--- src/common/sdmc_pkg.sv ---
package sdmc_pkg;

  // ******************************************************
  // SFR map
  // ******************************************************
  localparam logic [7:0] SDMC_PCFG_ADDR  = 8'hD2; // primary_converter_config
  localparam logic [7:0] SDMC_EXC_ADDR   = 8'hD5; // excitation_source_control
  localparam logic [7:0] SDMC_MODE_ADDR  = 8'hD1; // converter_mode_register
  localparam logic [7:0] SDMC_AUX1_ADDR  = 8'hD3; // aux_config_one
  localparam logic [7:0] SDMC_AUX2_ADDR  = 8'hD4; // aux_config_two
  localparam logic [7:0] SDMC_STAT_ADDR  = 8'hD8; // converter_status_register
  localparam logic [7:0] SDMC_PROCESSOR_POWER_CONTROL_ADDR  = 8'h87; // processor_power_control

  // ******************************************************
  // Reset values and field layout
  // ******************************************************
  localparam logic [7:0] SDMC_PCFG_RST   = 8'h07;
  localparam logic [7:0] SDMC_EXC_RST    = 8'h00;
  localparam logic [7:0] SDMC_MODE_RST   = 8'h00;
  localparam logic [7:0] SDMC_PCFG_MASK  = 8'hE7; // Bits 4:3 unimplemented
  localparam logic [7:0] SDMC_EXC_MASK   = 8'h4F; // Bits 7,5,4 unimplemented
  localparam int         SDMC_MD_LSB     = 0;     // Mode bits 2:0
  localparam int         SDMC_P_EN_BIT   = 5;     // primary_enable
  localparam int         SDMC_A_EN_BIT   = 4;     // aux_enable
  localparam int         SDMC_CHOP_BIT   = 3;     // Chop disable when set
  localparam int         SDMC_PD_BIT     = 1;     // processor_power_down_bit
  localparam int         SDMC_TSENS_BIT  = 7;     // Aux temp sensor select in aux_config_one
  localparam logic [2:0] SDMC_MD_PDOWN   = 3'h0;
  localparam logic [2:0] SDMC_MD_CAL_LO  = 3'h4;  // Codes 4..7 are calibrations
  localparam logic [1:0] SDMC_BUF_ON     = 2'h0;
  localparam logic [1:0] SDMC_BUF_BYP    = 2'h2;
  localparam logic [2:0] SDMC_CAL_CHOP   = 3'h2;  // Outputs per calibration, chop on
  localparam logic [2:0] SDMC_CAL_NOCHOP = 3'h4;  // Outputs per calibration, chop off
  localparam logic [1:0] SDMC_AUX_SYNC   = 2'h3;  // Max primary outputs aux waits

  // Power-up wait: figure in microseconds, derived cycles at 200 MHz
  localparam int SDMC_PWRUP_US  = 500;
  localparam int SDMC_CLK_MHZ   = 200;
  localparam int SDMC_PWRUP_CYC = SDMC_PWRUP_US * SDMC_CLK_MHZ;

  // ******************************************************
  // Types
  // ******************************************************
  typedef struct packed {
    logic [1:0] buf_sel;   // input_buffer_select
    logic       unipolar;  // unipolar_select
    logic [2:0] range_sel; // input_range_select
  } sdmc_front_t;

  typedef struct packed {
    logic       burnout_en;
    logic       src_a_en;
    logic       src_b_en;
    logic       src_a_analog_input_eight;
    logic       src_b_analog_input_seven;
  } sdmc_exc_t;

  typedef enum logic [3:0] {
    SDMC_IDLE = 4'b0001,
    SDMC_PWUP = 4'b0010,
    SDMC_RUN  = 4'b0100,
    SDMC_CAL  = 4'b1000
  } sdmc_state_t;

endpackage

--- src/sdmc_ctrl.sv ---
`timescale 1ns/1ps

// Operation
// - Any change of mode bits resets both converters at once.
// - Rewriting the mode bits with same value also resets both converters.
// - Aux config writes with primary enabled, or primary enable rising, reset both.
// - Aux config write with primary disabled resets only auxiliary converter; aux enable rising is a mode write and resets both.
// - After aux-only reset, aux aligns to primary outputs, up to three.
// - Aux config write after primary finished lets aux start at once.
// - Power-down keeps mode register; resume restarts selected operation.
// - Writing a calibration mode clears ready flags and starts calibration.
// - Calibration end writes cal regs, sets flags, clears mode bits to 000.
// - Aux calibration with temp sensor sets aux ready and error, no cal write.
// - Calibration lasts two outputs with chop, four without.
// - Buffer field 00 buffers, 10 bypasses; 01 and 11 reserved.
// - Bit 5 selects unipolar coding when set, bipolar when clear.
// - Range field selects 20 mV span at 000 doubling to 2.56 V at 111.
// - Primary config bits 4 and 3 unimplemented; writes ignored.
// - Low four excitation bits enable and route both current sources.
// - Bit0 enables A, bit1 B, bit2 routes A, bit3 routes B.
// - Bit 6 enables burnout sources on primary pairs only.
// - Excitation writes act immediately and reset no converter.
module sdmc_ctrl #(
  parameter int PWRUP_CYC = sdmc_pkg::SDMC_PWRUP_CYC
) (
  input  wire logic               clk_sys,
  input  wire logic               reset,
  input  wire logic               sfr_wr,
  input  wire logic [7:0]         sfr_addr,
  input  wire logic [7:0]         sfr_wdata,
  input  wire logic               prim_out_tick,
  input  wire logic               aux_out_tick,
  output logic [7:0]              sfr_rdata,
  output logic                    prim_reset,
  output logic                    aux_reset,
  output logic                    aux_start,
  output logic                    cal_write,
  output sdmc_pkg::sdmc_front_t   front_cfg,
  output sdmc_pkg::sdmc_exc_t     exc_cfg,
  output logic                    conv_powered
);
  import sdmc_pkg::*;

  logic [7:0]  mode_r;
  logic [7:0]  aux1_r;
  logic [7:0]  aux2_r;
  logic [7:0]  pcfg_r;
  logic [7:0]  exc_r;
  logic        pd_r;
  logic        primary_ready_flag_r;
  logic        aux_ready_flag_r;
  logic        aux_error_flag_r;
  logic        aux_wait_r;
  logic [1:0]  aux_cnt_r;
  logic [2:0]  cal_cnt_r;
  logic        cal_aux_r;
  logic [$clog2(PWRUP_CYC+1)-1:0] pw_cnt_r;
  sdmc_state_t state_r;

  // ******************************************************
  // Write decode
  // ******************************************************
  logic wr_mode;
  logic wr_aux;
  logic wr_processor_power_control;
  logic p_rise;
  logic a_rise;
  logic both_rst;
  logic aux_only;
  logic cal_req;
  logic cal_done;
  logic resume;

  always_comb
  begin
    wr_mode  = sfr_wr && sfr_addr == SDMC_MODE_ADDR;
    wr_aux   = sfr_wr && (sfr_addr == SDMC_AUX1_ADDR || sfr_addr == SDMC_AUX2_ADDR);
    wr_processor_power_control  = sfr_wr && sfr_addr == SDMC_PROCESSOR_POWER_CONTROL_ADDR;
    p_rise   = wr_mode && sfr_wdata[SDMC_P_EN_BIT] && !mode_r[SDMC_P_EN_BIT];
    a_rise   = wr_mode && sfr_wdata[SDMC_A_EN_BIT] && !mode_r[SDMC_A_EN_BIT];
    resume   = wr_processor_power_control && pd_r && !sfr_wdata[SDMC_PD_BIT];
    // Any mode write counts, even unchanged contents
    both_rst = wr_mode || (wr_aux && mode_r[SDMC_P_EN_BIT]) || p_rise;
    aux_only = !both_rst && (wr_aux || a_rise);
    cal_req  = wr_mode && sfr_wdata[2:0] >= SDMC_MD_CAL_LO;
    cal_done = state_r == SDMC_CAL && prim_out_tick && cal_cnt_r == 3'h1;
  end

  // ******************************************************
  // Configuration registers
  // ******************************************************
  // Unimplemented bits masked at write so they read as zero
  always_ff @(posedge clk_sys or posedge reset)
  begin
    if (reset)
    begin
      pcfg_r <= SDMC_PCFG_RST;
      exc_r  <= SDMC_EXC_RST;
      aux1_r <= 8'h00;
      aux2_r <= 8'h00;
    end
    else if (sfr_wr)
    begin
      if (sfr_addr == SDMC_PCFG_ADDR)
        pcfg_r <= sfr_wdata & SDMC_PCFG_MASK;
      if (sfr_addr == SDMC_EXC_ADDR)
        exc_r <= sfr_wdata & SDMC_EXC_MASK;
      if (sfr_addr == SDMC_AUX1_ADDR)
        aux1_r <= sfr_wdata;
      if (sfr_addr == SDMC_AUX2_ADDR)
        aux2_r <= sfr_wdata;
    end
  end

  // Mode register survives power-down; calibration end clears only mode bits 2:0
  always_ff @(posedge clk_sys or posedge reset)
  begin
    if (reset)
      mode_r <= SDMC_MODE_RST;
    else if (wr_mode)
      mode_r <= sfr_wdata;
    else if (cal_done)
      mode_r[2:0] <= SDMC_MD_PDOWN;
  end

  always_ff @(posedge clk_sys or posedge reset)
  begin
    if (reset)
      pd_r <= 1'b0;
    else if (wr_processor_power_control)
      pd_r <= sfr_wdata[SDMC_PD_BIT];
  end

  // ******************************************************
  // Sequencer
  // ******************************************************
  // Power-up wait guards both first start and resume from power-down
  always_ff @(posedge clk_sys or posedge reset)
  begin
    if (reset)
    begin
      state_r  <= SDMC_IDLE;
      pw_cnt_r <= '0;
      cal_cnt_r <= 3'h0;
      cal_aux_r <= 1'b0;
    end
    else if (pd_r)
      state_r <= SDMC_IDLE;
    else
    begin
      case (state_r)
        SDMC_IDLE:
        begin
          if (both_rst || resume || (mode_r[2:0] != SDMC_MD_PDOWN))
          begin
            state_r  <= SDMC_PWUP;
            pw_cnt_r <= '0;
          end
        end
        SDMC_PWUP:
        begin
          if (32'(pw_cnt_r) >= PWRUP_CYC - 1)
          begin
            state_r <= (mode_r[2:0] >= SDMC_MD_CAL_LO) ? SDMC_CAL : SDMC_RUN;
            cal_cnt_r <= mode_r[SDMC_CHOP_BIT] ? SDMC_CAL_NOCHOP : SDMC_CAL_CHOP;
            cal_aux_r <= mode_r[SDMC_A_EN_BIT] && !mode_r[SDMC_P_EN_BIT];
          end
          else
            pw_cnt_r <= pw_cnt_r + 1'b1;
        end
        SDMC_RUN:
        begin
          if (cal_req)
          begin
            state_r <= SDMC_CAL;
            cal_cnt_r <= sfr_wdata[SDMC_CHOP_BIT] ? SDMC_CAL_NOCHOP : SDMC_CAL_CHOP;
            cal_aux_r <= sfr_wdata[SDMC_A_EN_BIT] && !sfr_wdata[SDMC_P_EN_BIT];
          end
          else if (mode_r[2:0] == SDMC_MD_PDOWN)
            state_r <= SDMC_IDLE;
        end
        SDMC_CAL:
        begin
          if (cal_done)
            state_r <= SDMC_IDLE;
          else if (prim_out_tick)
            cal_cnt_r <= cal_cnt_r - 3'h1;
        end
        default:
          state_r <= SDMC_IDLE;
      endcase
    end
  end

  // ******************************************************
  // Status flags
  // ******************************************************
  // Set wins over the clear from a new calibration request
  always_ff @(posedge clk_sys or posedge reset)
  begin
    if (reset)
    begin
      primary_ready_flag_r <= 1'b0;
      aux_ready_flag_r <= 1'b0;
      aux_error_flag_r <= 1'b0;
    end
    else if (cal_done)
    begin
      primary_ready_flag_r <= !cal_aux_r;
      aux_ready_flag_r <= cal_aux_r;
      aux_error_flag_r <= cal_aux_r && aux1_r[SDMC_TSENS_BIT];
    end
    else if (cal_req)
    begin
      // A result landing in the same cycle still sets its flag
      primary_ready_flag_r <= state_r == SDMC_RUN && prim_out_tick;
      aux_ready_flag_r <= state_r == SDMC_RUN && aux_out_tick;
      aux_error_flag_r <= 1'b0;
    end
    else
    begin
      if (state_r == SDMC_RUN && prim_out_tick)
        primary_ready_flag_r <= 1'b1;
      if (state_r == SDMC_RUN && aux_out_tick)
        aux_ready_flag_r <= 1'b1;
    end
  end

  // ******************************************************
  // Auxiliary alignment
  // ******************************************************
  // Aux waits for primary outputs instead of running out of phase
  always_ff @(posedge clk_sys or posedge reset)
  begin
    if (reset)
    begin
      aux_wait_r <= 1'b0;
      aux_cnt_r  <= 2'h0;
    end
    else if (aux_only && state_r == SDMC_RUN)
    begin
      aux_wait_r <= 1'b1;
      aux_cnt_r  <= SDMC_AUX_SYNC;
    end
    else if (aux_wait_r && prim_out_tick)
    begin
      aux_cnt_r <= aux_cnt_r - 2'h1;
      if (aux_cnt_r == 2'h1)
        aux_wait_r <= 1'b0;
    end
  end

  // ******************************************************
  // Outputs
  // ******************************************************
  always_ff @(posedge clk_sys or posedge reset)
  begin
    if (reset)
    begin
      prim_reset   <= 1'b0;
      aux_reset    <= 1'b0;
      aux_start    <= 1'b0;
      cal_write    <= 1'b0;
      front_cfg    <= '0;
      exc_cfg      <= '0;
      conv_powered <= 1'b0;
      sfr_rdata    <= 8'h00;
    end
    else
    begin
      prim_reset <= both_rst;
      aux_reset  <= both_rst || aux_only;
      // Without a running primary there is nothing to align to
      aux_start  <= (aux_only && state_r != SDMC_RUN)
                  || (aux_wait_r && prim_out_tick && aux_cnt_r == 2'h1);
      cal_write  <= cal_done && !(cal_aux_r && aux1_r[SDMC_TSENS_BIT]);
      front_cfg.buf_sel   <= pcfg_r[7:6];
      front_cfg.unipolar  <= pcfg_r[5];
      front_cfg.range_sel <= pcfg_r[2:0];
      exc_cfg.src_a_en    <= exc_r[0];
      exc_cfg.src_b_en    <= exc_r[1];
      exc_cfg.src_a_analog_input_eight  <= exc_r[2];
      exc_cfg.src_b_analog_input_seven  <= exc_r[3];
      exc_cfg.burnout_en  <= exc_r[6];
      conv_powered <= state_r == SDMC_RUN || state_r == SDMC_CAL;
      case (sfr_addr)
        SDMC_PCFG_ADDR: sfr_rdata <= pcfg_r;
        SDMC_EXC_ADDR:  sfr_rdata <= exc_r;
        SDMC_MODE_ADDR: sfr_rdata <= mode_r;
        SDMC_AUX1_ADDR: sfr_rdata <= aux1_r;
        SDMC_AUX2_ADDR: sfr_rdata <= aux2_r;
        SDMC_STAT_ADDR: sfr_rdata <= {primary_ready_flag_r, aux_ready_flag_r, 1'b0, aux_error_flag_r, 4'h0};
        SDMC_PROCESSOR_POWER_CONTROL_ADDR: sfr_rdata <= {6'h00, pd_r, 1'b0};
        default:        sfr_rdata <= 8'h00;
      endcase
    end
  end

  // ******************************************************
  // Checks
  // ******************************************************
  property p_mode_rst;
    @(posedge clk_sys) disable iff (reset)
    wr_mode |=> prim_reset && aux_reset;
  endproperty
  a_mode_rst: assert property (p_mode_rst) else $error("mode write no reset");

  property p_same_rst;
    @(posedge clk_sys) disable iff (reset)
    (wr_mode && sfr_wdata[2:0] == mode_r[2:0]) |=> prim_reset;
  endproperty
  a_same_rst: assert property (p_same_rst) else $error("same mode no reset");

  property p_aux_prim;
    @(posedge clk_sys) disable iff (reset)
    (wr_aux && mode_r[SDMC_P_EN_BIT]) |=> prim_reset && aux_reset;
  endproperty
  a_aux_prim: assert property (p_aux_prim) else $error("aux write missed both");

  property p_aux_only;
    @(posedge clk_sys) disable iff (reset)
    aux_only |=> aux_reset && !prim_reset;
  endproperty
  a_aux_only: assert property (p_aux_only) else $error("aux only wrong");

  property p_aux_imm;
    @(posedge clk_sys) disable iff (reset)
    (aux_only && state_r != SDMC_RUN) |=> aux_start;
  endproperty
  a_aux_imm: assert property (p_aux_imm) else $error("aux not immediate");

  property p_cal_md;
    @(posedge clk_sys) disable iff (reset)
    (cal_done && !wr_mode) |=> mode_r[2:0] == SDMC_MD_PDOWN && state_r == SDMC_IDLE;
  endproperty
  a_cal_md: assert property (p_cal_md) else $error("cal end mode");

  property p_cal_err;
    @(posedge clk_sys) disable iff (reset)
    (cal_done && cal_aux_r && aux1_r[SDMC_TSENS_BIT]) |=> aux_error_flag_r && aux_ready_flag_r && !cal_write;
  endproperty
  a_cal_err: assert property (p_cal_err) else $error("temp cal flags");

  property p_exc_norst;
    @(posedge clk_sys) disable iff (reset)
    (sfr_wr && sfr_addr == SDMC_EXC_ADDR) |=> !prim_reset && !aux_reset;
  endproperty
  a_exc_norst: assert property (p_exc_norst) else $error("exc write reset");

  c_cal:  cover property (@(posedge clk_sys) disable iff (reset) cal_done);
  c_sync: cover property (@(posedge clk_sys) disable iff (reset) aux_wait_r ##1 !aux_wait_r);
  c_pd:   cover property (@(posedge clk_sys) disable iff (reset) resume);

endmodule

--- config.mk ---
export PLATFORM = sky130hd
export DESIGN_NAME = sdmc_ctrl
export DESIGN_NICKNAME = d
export VERILOG_FILES = /design/src/common/sdmc_pkg.sv /design/src/sdmc_ctrl.sv
export SDC_FILE = /design/constraint.sdc
export NUM_CORES = 1
export LEC_CHECK = 0
export BUFFER_PORTS_ARGS = -buffer_cell sky130_fd_sc_hd__buf_4
export CAP_MARGIN = 20
export CORE_UTILIZATION = 30
export DETAILED_ROUTE_END_ITERATION = 10
export PLACE_DENSITY_LB_ADDON = 0.15
export SYNTH_ARGS = -nofsm -noshare
export SYNTH_HDL_FRONTEND = slang
export SYNTH_SLANG_ARGS = --single-unit
--- constraint.sdc ---
create_clock -name clk_sys -period 6.2 [get_ports clk_sys]
set_clock_uncertainty 0.15 [all_clocks]
set_input_delay 0.93 -clock clk_sys [delete_from_list [all_inputs] [get_ports clk_sys]]
set_output_delay 0.93 -clock clk_sys [all_outputs]
set_load 0.01 [all_outputs]
Word-level counts from Yosys, hierarchy flattened
Index checks and enable logic that the tools add are counted.
W data, S select, Z words.
- register bits after elaboration: 91
- input bits: 21
- output and inout bits: 24
- logic and storage cells: 158
- add/sub/neg operators: 3
- magnitude comparators: 3
- equality and inequality tests: 24
- mux-type cells: 37
- bitwise operators: 1
- reductions and logical operators: 60
- operators with widths (operator ; number):
    $eq A8 B8 Y1 const B ; 7
    $pmux W8 S7 ; 1
    $mux W17 ; 2
    $pmux W17 S2 ; 1
    $mux W4 ; 7
    $logic_and A1 B1 Y1 ; 24
    $mux W3 ; 8
    $add A17 B1 Y17 const B ; 1
    $ge A17 B17 Y1 const B ; 1
    $pmux W4 S4 ; 1
    $mux W1 ; 13
    $ne A2 B2 Y1 const B ; 6
    $reduce_and A4 Y1 ; 3
    $reduce_bool A2 Y1 ; 6
    $reduce_bool A3 Y1 ; 4
    $reduce_and A2 Y1 ; 5
    $logic_or A1 B1 Y1 ; 9
    $ne A3 B3 Y1 const B ; 3
    $pmux W3 S3 ; 1
    $logic_not A1 Y1 ; 7
    $ge A3 B3 Y1 const B ; 2
    $reduce_and A6 Y1 ; 1
    $eq A4 B1 Y1 const B ; 1
    $eq A4 B2 Y1 const B ; 1
    other kinds (12) ; 13

Logic depth before layout (Yosys ltp)
Gate-level depths: netlist of the first run.
- depth after elaboration: 11
- gate-level depth with buffers: 9
- mapped depth without buffers: 7

Least setup slack after synthesis of the first run
No wires, ideal clock.
- path type: input port to flip-flop
- start: input sfr_addr[1]
- end: register pw_cnt_r[11]
- library setup time: 0.121 ns
- arrival: 2.285 ns
- setup slack: 3.644 ns
- cell stages on the path: 8
- buffers on the path: 2
- path through: buf_2 -> nor2_1 -> a32oi_1 -> o21ai_1 -> a22oi_2 -> or2_1 -> buf_4 -> o22a_1
- cells in the longest elaborated chain, start to end: 10
- elaborated cells between the ends (all ways): 19
- those cells by class: 5 x eq/ne; 14 x reduce/logical
- ends and longest elaborated chain (what ; RTL line ; source):
    from (decl) ; sdmc_ctrl.sv:29 ; input wire logic [7:0] sfr_addr,
    $eq A8 B8 Y1 ; sdmc_ctrl.sv:77 ; wr_aux = sfr_wr && (sfr_addr == SDMC_AUX1_ADDR || sfr_addr == SDMC_AUX2_ADDR);
    $logic_or A1 B1 Y1 ; sdmc_ctrl.sv:77 ;
    $logic_and A1 B1 Y1 ; sdmc_ctrl.sv:77 ;
    $logic_and A1 B1 Y1 ; sdmc_ctrl.sv:83 ; both_rst = wr_mode || (wr_aux && mode_r[SDMC_P_EN_BIT]) || p_rise;
    $logic_or A1 B1 Y1 (2 in series) ; sdmc_ctrl.sv:83 ;
    $logic_or A1 B1 Y1 * (2 in series) ; sdmc_ctrl.sv:154 ; if (both_rst || resume || (mode_r[2:0] != SDMC_MD_PDOWN))
    $ne A2 B2 Y1 (no line) * ; - ;
    $reduce_and A4 Y1 (no line) * ; - ;
    to (signal assigned) ; sdmc_ctrl.sv:169 ; pw_cnt_r <= pw_cnt_r + 1'b1;
    to (decl) ; sdmc_ctrl.sv:57 ; logic [$clog2(PWRUP_CYC+1)-1:0] pw_cnt_r;
Mark *: on every way between the ends. The rest lies on a longest branch, timed or not.
A chain may end at the register's enable or synchronous reset.

Worst setup path after layout of the first run
- start: register state_r[3]
- end: register pw_cnt_r[12]
- cells in the longest elaborated chain, start to end: 3
- elaborated cells between the ends (all ways): 7
- those cells by class: 4 x eq/ne; 1 x mux; 2 x reduce/logical
- ends and longest elaborated chain (what ; RTL line ; source):
    from (decl) ; sdmc_ctrl.sv:58 ; sdmc_state_t state_r;
    from (signal assigned) ; sdmc_ctrl.sv:164 ; state_r <= (mode_r[2:0] >= SDMC_MD_CAL_LO) ? SDMC_CAL : SDMC_RUN;
    $eq A4 B2 Y1 or $eq A4 B1 Y1 (tied branches) ; sdmc_ctrl.sv:151 ; case (state_r)
    $ne A2 B2 Y1 (no line) or $reduce_bool A2 Y1 (tied branches) ; - ;
    $reduce_and A4 Y1 (no line) ; - ;
Several ways; a longest one is shown, not always the timed one.

==> results of run 1 <==
## path summary, 6_finish.rpt
kind / to / slack [ps] / depth (start not counted)
max: pw_cnt_r[12]$_DFFE_PP0P_ / 3260 / 6
min: front_cfg[4]$_DFF_PP0_ / 260 / 0
min reg2reg: front_cfg[4]$_DFF_PP0_ / 260 / 0
max reg2reg: pw_cnt_r[12]$_DFFE_PP0P_ / 3260 / 6
min in group asynchronous: aux2_r[5]$_DFFE_PP0P_ / 420 / 2
max in group asynchronous: primary_ready_flag_r$_DFFE_PP0P_ / 4260 / 3
## routing by layer
layer	global-route usage, %	up-vias
met5	0	-
met4	7.48	0
met3	3.02	17
met2	24.0	68
met1	22.1	1565
li1	-	1493
## Yosys cell counts, types with 2 or more instances
| cell type | n |
|---|---|
| a211o_1 | 2 |
| a21bo_2 | 2 |
| a21oi_1 | 7 |
| a221oi_1 | 2 |
| a222oi_1 | 3 |
| a22oi_1 | 13 |
| a2bb2oi_1 | 2 |
| a31oi_1 | 5 |
| a32oi_1 | 2 |
| and3_1 | 4 |
| and4_1 | 2 |
| buf_2 | 5 |
| clkbuf_1 | 7 |
| dfrtp_1 | 87 |
| dfstp_2 | 4 |
| ha_1 | 4 |
| inv_1 | 9 |
| mux2_2 | 30 |
| mux2i_1 | 4 |
| nand2_1 | 46 |
| nand2b_1 | 2 |
| nand3_1 | 12 |
| nand3b_1 | 6 |
| nand4b_1 | 3 |
| nor2_1 | 20 |
| nor2b_1 | 8 |
| nor3_1 | 8 |
| nor4_1 | 2 |
| nor4b_1 | 3 |
| nor4bb_1 | 2 |
| o21ai_0 | 21 |
| o21ai_1 | 4 |
| o22a_1 | 7 |
| o31ai_1 | 5 |
| o41ai_1 | 2 |
| xor2_1 | 2 |
## per-stage QoR
step	hold WS, ps	instances
6_report	260	607
5_1_grt	275	607
4_1_cts	264	606
3_5_place_dp	246	590
3_3_place_gp	254	590
2_1_floorplan	218	378
## layout by cell type, fill, tap and decap left out, types with 3 or more instances in the layout
cell | Yosys | routed
o21ai_0 | 21 | 21
a22oi_1 | 13 | 13
o21ai_1 | 4 | 4
dfrtp_1 | 87 | 87
o31ai_1 | 5 | 5
and3_1 | 4 | 4
clkbuf_16 | 0 | 9
a21oi_1 | 7 | 7
ha_1 | 4 | 4
a222oi_1 | 3 | 3
nand3_1 | 12 | 12
a31oi_1 | 5 | 5
nor2b_1 | 8 | 8
inv_1 | 9 | 8
dfstp_2 | 4 | 4
nand2_1 | 46 | 46
o22a_1 | 7 | 7
mux2i_1 | 4 | 4
nand4b_1 | 3 | 3
nor3_1 | 8 | 8
buf_4 | 1 | 46
bufinv_16 | 0 | 3
mux2_2 | 30 | 30
nor2_1 | 20 | 20
nand3b_1 | 6 | 6
## final cells by class
cell class,count,area share [%]
clock buffers,10,4.69
clock inverters,6,2.18
inverters,10,0.761
multi-input cells,263,36.3
flip-flops and latches,91,44.8
well taps,180,4.42
repair buffers,47,6.87
## state kept, by name, indices dropped and copies added, names as in the netlist, 2 cells and up
register,cells
cal_cnt_r,3
sfr_rdata,8
aux1_r,8
pw_cnt_r,17
pcfg_r,6
aux_cnt_r,2
exc_cfg,5
front_cfg,6
mode_r,8
exc_r,5
aux2_r,8
state_r,4
## worst register-to-register path, stage by stage (launching register included)
cell     delay, ps
dfrtp_1        460
nor4b_4        750
o21ai_1        180
a41oi_2        270
a22oi_2        180
or2_1          450
a211o_1        370
## power breakdown
| part | switching (mW) | total, mW | leakage, nW | internal, mW |
|---|---|---|---|---|
| Combinational | 0.125 | 0.225 | 0.934 | 0.101 |
| Sequential | 0.0551 | 0.705 | 1.23 | 0.650 |
| Clock | 0.235 | 0.640 | 0.169 | 0.406 |
## cell families (layout without fill, tap and decap cells)
group | count (synthesis) | after routing | synth area share (%)
simple gates | 132 | 132 | 17.4
compound gates | 91 | 91 | 15.7
flops | 91 | 91 | 54.0
mux | 34 | 34 | 8.94
buf+inv | 24 | 73 | 2.37
fa+ha+maj | 4 | 4 | 1.18
xor+xnor | 2 | 2 | 0.415
==> out/metrics.cfg, run 1 <==
[floorplan]
die_x_um = 121
initial_core_util_pct = 30.6
die_area_mm2 = 0.0146
rows = 43
io-pin-count = 45
coreArea_mm2 = 0.0138
die_h_um = 121

[yosys]
synth_top_area_share_pct = 51.5
synthesis.nets = 403
netlist_instances = 378
yosysUniqueCellTypes = 67
synth_top_area_cell = dfrtp_1
ys_warn_count = 0
yosys_most_used_dff = dfrtp_1
syn_avg_cell_area_um2 = 11.2
synth_seq_cells = 91
synth_edf_count = 0
yosysSeqAreaShare_pct = 54.0
async_reset_ff_share_pct = 100
syn_area_mm2 = 0.00423
synthTopCellsByArea = dfrtp_1 (52%), mux2_2 (8.0%), nand2_1 (4.1%)

[detailed_routing]
vias_per_cell = 5.18
wl_met3_um = 331
routedLengthMet1_um = 5000
vias = 3143
dr.first_iter.drc_count = 255
post_drt_wl_per_cell_um = 17.4
drt-total-wl_um = 10600
ant_nets = 0
dr.pass1.iters = 5
dr_wl_met2_um = 4990
drc = 0
highest_layer = met4

[clock_tree]
tritoncts = built
cts_buffers = 9
cts_hold_buf = 0
ctsResizeCount = 0
postCtsSetupBuffers = 0
clock_path_buffers = 2
root_buffer = clkbuf_16
path_clk_slew_ps = 70
clock_latency_ps = 350
h-tree-depth = 3
clock-sinks = 91

[timing]
final.min_clock_period_ps = 2940
max_slew.worst_pin.slew_ps = 985
hold_viol_final = 0
fin_crit_sh_pct = 47.4
maxSlewViolCount = 0
max-slew-margin-rel_pct = 34.1
rsz0062_at_grt = false
timing.final.ws_setup_ps = 3260
finalSetupTns_ps = 0
timing.fmax_mhz = 340
setup_viol = 0

[global_routing]
grt_overflow = 0
grt_first_pass_wirelength_um = 17400
antenna_found_initial = 0
grt_use_total_pct = 16.0
grt_max_degree = 69
grt_pass1_vias = 3120

[hold_path]
min_path_type = reg -> reg
hold_path.startpoint = pcfg_r[6]$_DFFE_PP0P_

[setup_path]
worst_setup_path_end_kind = flip-flop
worstPathMaxFanout = 13
worstSetupPathType = reg -> reg
required_ps = 6270
cp-startpoint = state_r[3]$_DFFE_PP0P_
critPathTopFamily = simple AND/OR/NAND/NOR gates
start_kind = flip-flop
r2r_start = state_r[3]$_DFFE_PP0P_
worstPathArrival_ps = 3010
path_cells = nor4b_4 -> o21ai_1 -> a41oi_2 -> a22oi_2 -> or2_1 -> a211o_1
max_stage_delay_ps = 750
crit_path_top_delay_cell = nor4b_4
cp_num_buf_inv = 0

[power_and_ir_drop]
finalPower_mw = 1.57
p_leak_nw = 2.33
power.density_mw_per_mm2 = 308
ir_worst_vdd_uv = 118

[placed_design]
dp_slack_ps = 2970
place_area_mm2 = 0.00474
hpwl_um = 7270
portBuffers = 44
routabilityCongestion = 0.772

[layout]
final_net_count = 447
nFillCells = 1360
syn_to_final_growth_pct = 20.6
multi_input_area_mm2 = 0.00185
antennaDiodeCount = 0
fin_area_mm2 = 0.00510
seqCellArea_mm2 = 0.00228
layout-drive-gt1-share_pct = 26.5
postLayoutCoreUtil_pct = 36.9

[outcome]
run_status = finished clean

[job]
drv_cap = 0

Note: power is estimated with default switching activity, not from simulation.
==> run 2, diff against run 1 <==
ABC_AREA = 1   (was default)
clock period = 2.6 ns   (was 6.2 ns; I/O delays follow)
==> run 2 against run 1 <==
Effect of this change: wire length up 7.2%; non-clock buffer count grew 7; global-route usage shrank 0.39 points; core utilization up 0.30 points; largest cell class unchanged.
==> out/metrics.cfg, run 2 <==
[global_routing]
antenna_found_initial = 0
grt_pass1_vias = 3727
grt_max_degree = 43
grt_overflow = 0
grt_first_pass_wirelength_um = 19000
grt_use_total_pct = 15.6

[yosys]
synth_top_area_cell = dfrtp_1
yosysSeqAreaShare_pct = 50.6
syn_avg_cell_area_um2 = 8.52
syn_area_mm2 = 0.00451
yosysUniqueCellTypes = 42
synth.most_common_cell = nand2_1
synth_common_cells = nand2_1 (128), dfrtp_1 (87), inv_1 (64)
synthTopCellsByArea = dfrtp_1 (48%), nand2_1 (11%), inv_1 (5.3%)
async_reset_ff_share_pct = 100
netlist_instances = 529
ys_warn_count = 0
yosys_most_used_dff = dfrtp_1
synth_top_area_share_pct = 48.3
synthesis.nets = 554
synth_seq_cells = 91
synth_edf_count = 0

[floorplan]
initial_core_util_pct = 30.9
die_area_mm2 = 0.0155
io-pin-count = 45
coreArea_mm2 = 0.0146
die_h_um = 125
rows = 44
die_x_um = 125

[detailed_routing]
post_drt_wl_per_cell_um = 14.6
dr.pass1.iters = 5
ant_nets = 0
drt-total-wl_um = 11300
vias = 3709
drc = 0
dr.first_iter.drc_count = 231
vias_per_cell = 4.79

[hold_path]
hold_path.startpoint = sfr_wdata[4]
min_path_type = in -> reg
holdPathStages = 3

[layout]
antennaDiodeCount = 0
mostFrequentLayoutCell = nand2_1
fin_area_mm2 = 0.00542
largest_register_ffs = 17
postLayoutCoreUtil_pct = 37.2
syn_to_final_growth_pct = 20.3
nFillCells = 1485
layout-drive-gt1-share_pct = 22.2
top_register = pw_cnt_r
final_net_count = 611
layout_common_cells = nand2_1 (128), dfrtp_1 (87), inv_1 (63), buf_4 (51), nand3_1 (37)

[setup_path]
start_kind = flip-flop
cp-startpoint = pw_cnt_r[0]$_DFFE_PP0P_
r2r.worst_path.cells = 13
r2r_start = pw_cnt_r[0]$_DFFE_PP0P_
worstPathArrival_ps = 2380
required_ps = 2690
worst_setup_path_end_kind = flip-flop
worstSetupPathType = reg -> reg
worstPathMaxFanout = 34

[clock_tree]
h-tree-depth = 3
cts_hold_buf = 1
clock_path_buffers = 2
root_buffer = clkbuf_16
clock-sinks = 91
clock_latency_ps = 350
path_clk_slew_ps = 80
tritoncts = built
postCtsSetupBuffers = 0
ctsResizeCount = 0
cts_buffers = 9

[power_and_ir_drop]
p_switching_mw = 0.762
p_sw_share_pct = 24.7
combPwrFrac_pct = 7.1
p_int_mw = 2.32
p_clk_share_pct = 44.2
ir_worst_vdd_uv = 336
p_leak_nw = 2.61
power.density_mw_per_mm2 = 568
seqPwrFrac_pct = 48.7

[placed_design]
hpwl_um = 8360
portBuffers = 44
routabilityCongestion = 0.861
place_area_mm2 = 0.00511

[timing]
setup_viol = 0
fin_crit_sh_pct = 88.1
max_slew.worst_pin.slew_ps = 519
timing.fmax_mhz = 437
hold_viol_final = 0
rsz0062_at_grt = false
final.min_clock_period_ps = 2290
finalSetupTns_ps = 0
maxSlewViolCount = 0
max-slew-margin-rel_pct = 65.3

[outcome]
run_status = finished clean

[job]
drv_cap = 0

## run 2: metrics by stage
step	worst slack, ps	hold WS (ps)	cells	total power, mW
after floorplan	859	204	529	1.65
after global placement	362	213	758	1.75
after detailed placement	293	215	758	1.75
after CTS	286	115	775	3.13
after global routing	128	123	775	3.21
final	311	122	775	3.08
## run 2: cells by family (layout without fill, tap and decap cells)
| logic type | after synthesis | in the layout | share of synthesized area [%] |
|---|---|---|---|
| and+or+nand+nor | 251 | 251 | 25.9 |
| AOI/OAI and AO/OA | 102 | 102 | 14.3 |
| DFF | 91 | 91 | 50.6 |
| buffers and inverters | 76 | 138 | 6.94 |
| adders and majority gates | 4 | 4 | 1.11 |
| muxes | 3 | 3 | 0.750 |
| xor gates and xnor gates | 2 | 2 | 0.389 |
## run 2: layer usage
layer,GRT usage (%),vias to the layer above,share of wire [%]
met4,7.09,0,1.8
met5,0,-,0
met3,2.79,12,3.9
met1,21.8,1749,50
met2,23.4,83,45
li1,-,1865,-
## run 2: area by class of cell
type,count,area [µm²],share of cell area (%)
Sequential cell,91,2280,42.1
Inverter,68,259,4.78
Multi-Input combinational cell,362,1910,35.3
Clock inverter,6,76.3,1.41
Tap cell,184,230,4.25
Clock buffer,10,229,4.22
Timing Repair Buffer,54,433,7.99
## run 2: worst paths after layout
path                                                 end  slack [ps]
max in group asynchronous          pcfg_r[0]$_DFFE_PP1P_        1170
min in group asynchronous           exc_cfg[1]$_DFF_PP0_         500
worst min register to register      exc_cfg[2]$_DFF_PP0_         230
worst max-delay path            pw_cnt_r[15]$_DFFE_PP0P_         310
worst min-delay path               mode_r[4]$_DFFE_PP0N_         120
worst max register to register  pw_cnt_r[15]$_DFFE_PP0P_         310
## run 2: critical path, cell delays in order, from the launching register on
cell and delay, ps:
dfrtp_1 420, ha_1 290, nand3_2 150, nor2_1 110
nand3_1 90, nand2_1 80, inv_2 30, nand2_2 90
nand2_2 70, nand3_4 50, buf_4 380, inv_1 110
nand2_1 80, nand2_1 40
## run 2: power by group through the flow
stage               Sequential (mW)  Clock, mW  Combinational [mW]
floorplan                      1.53          0               0.123
global placement               1.53          0               0.220
detailed placement             1.53          0               0.223
CTS                            1.50       1.40               0.225
global route                   1.51       1.45               0.248
finish                         1.50       1.36               0.219
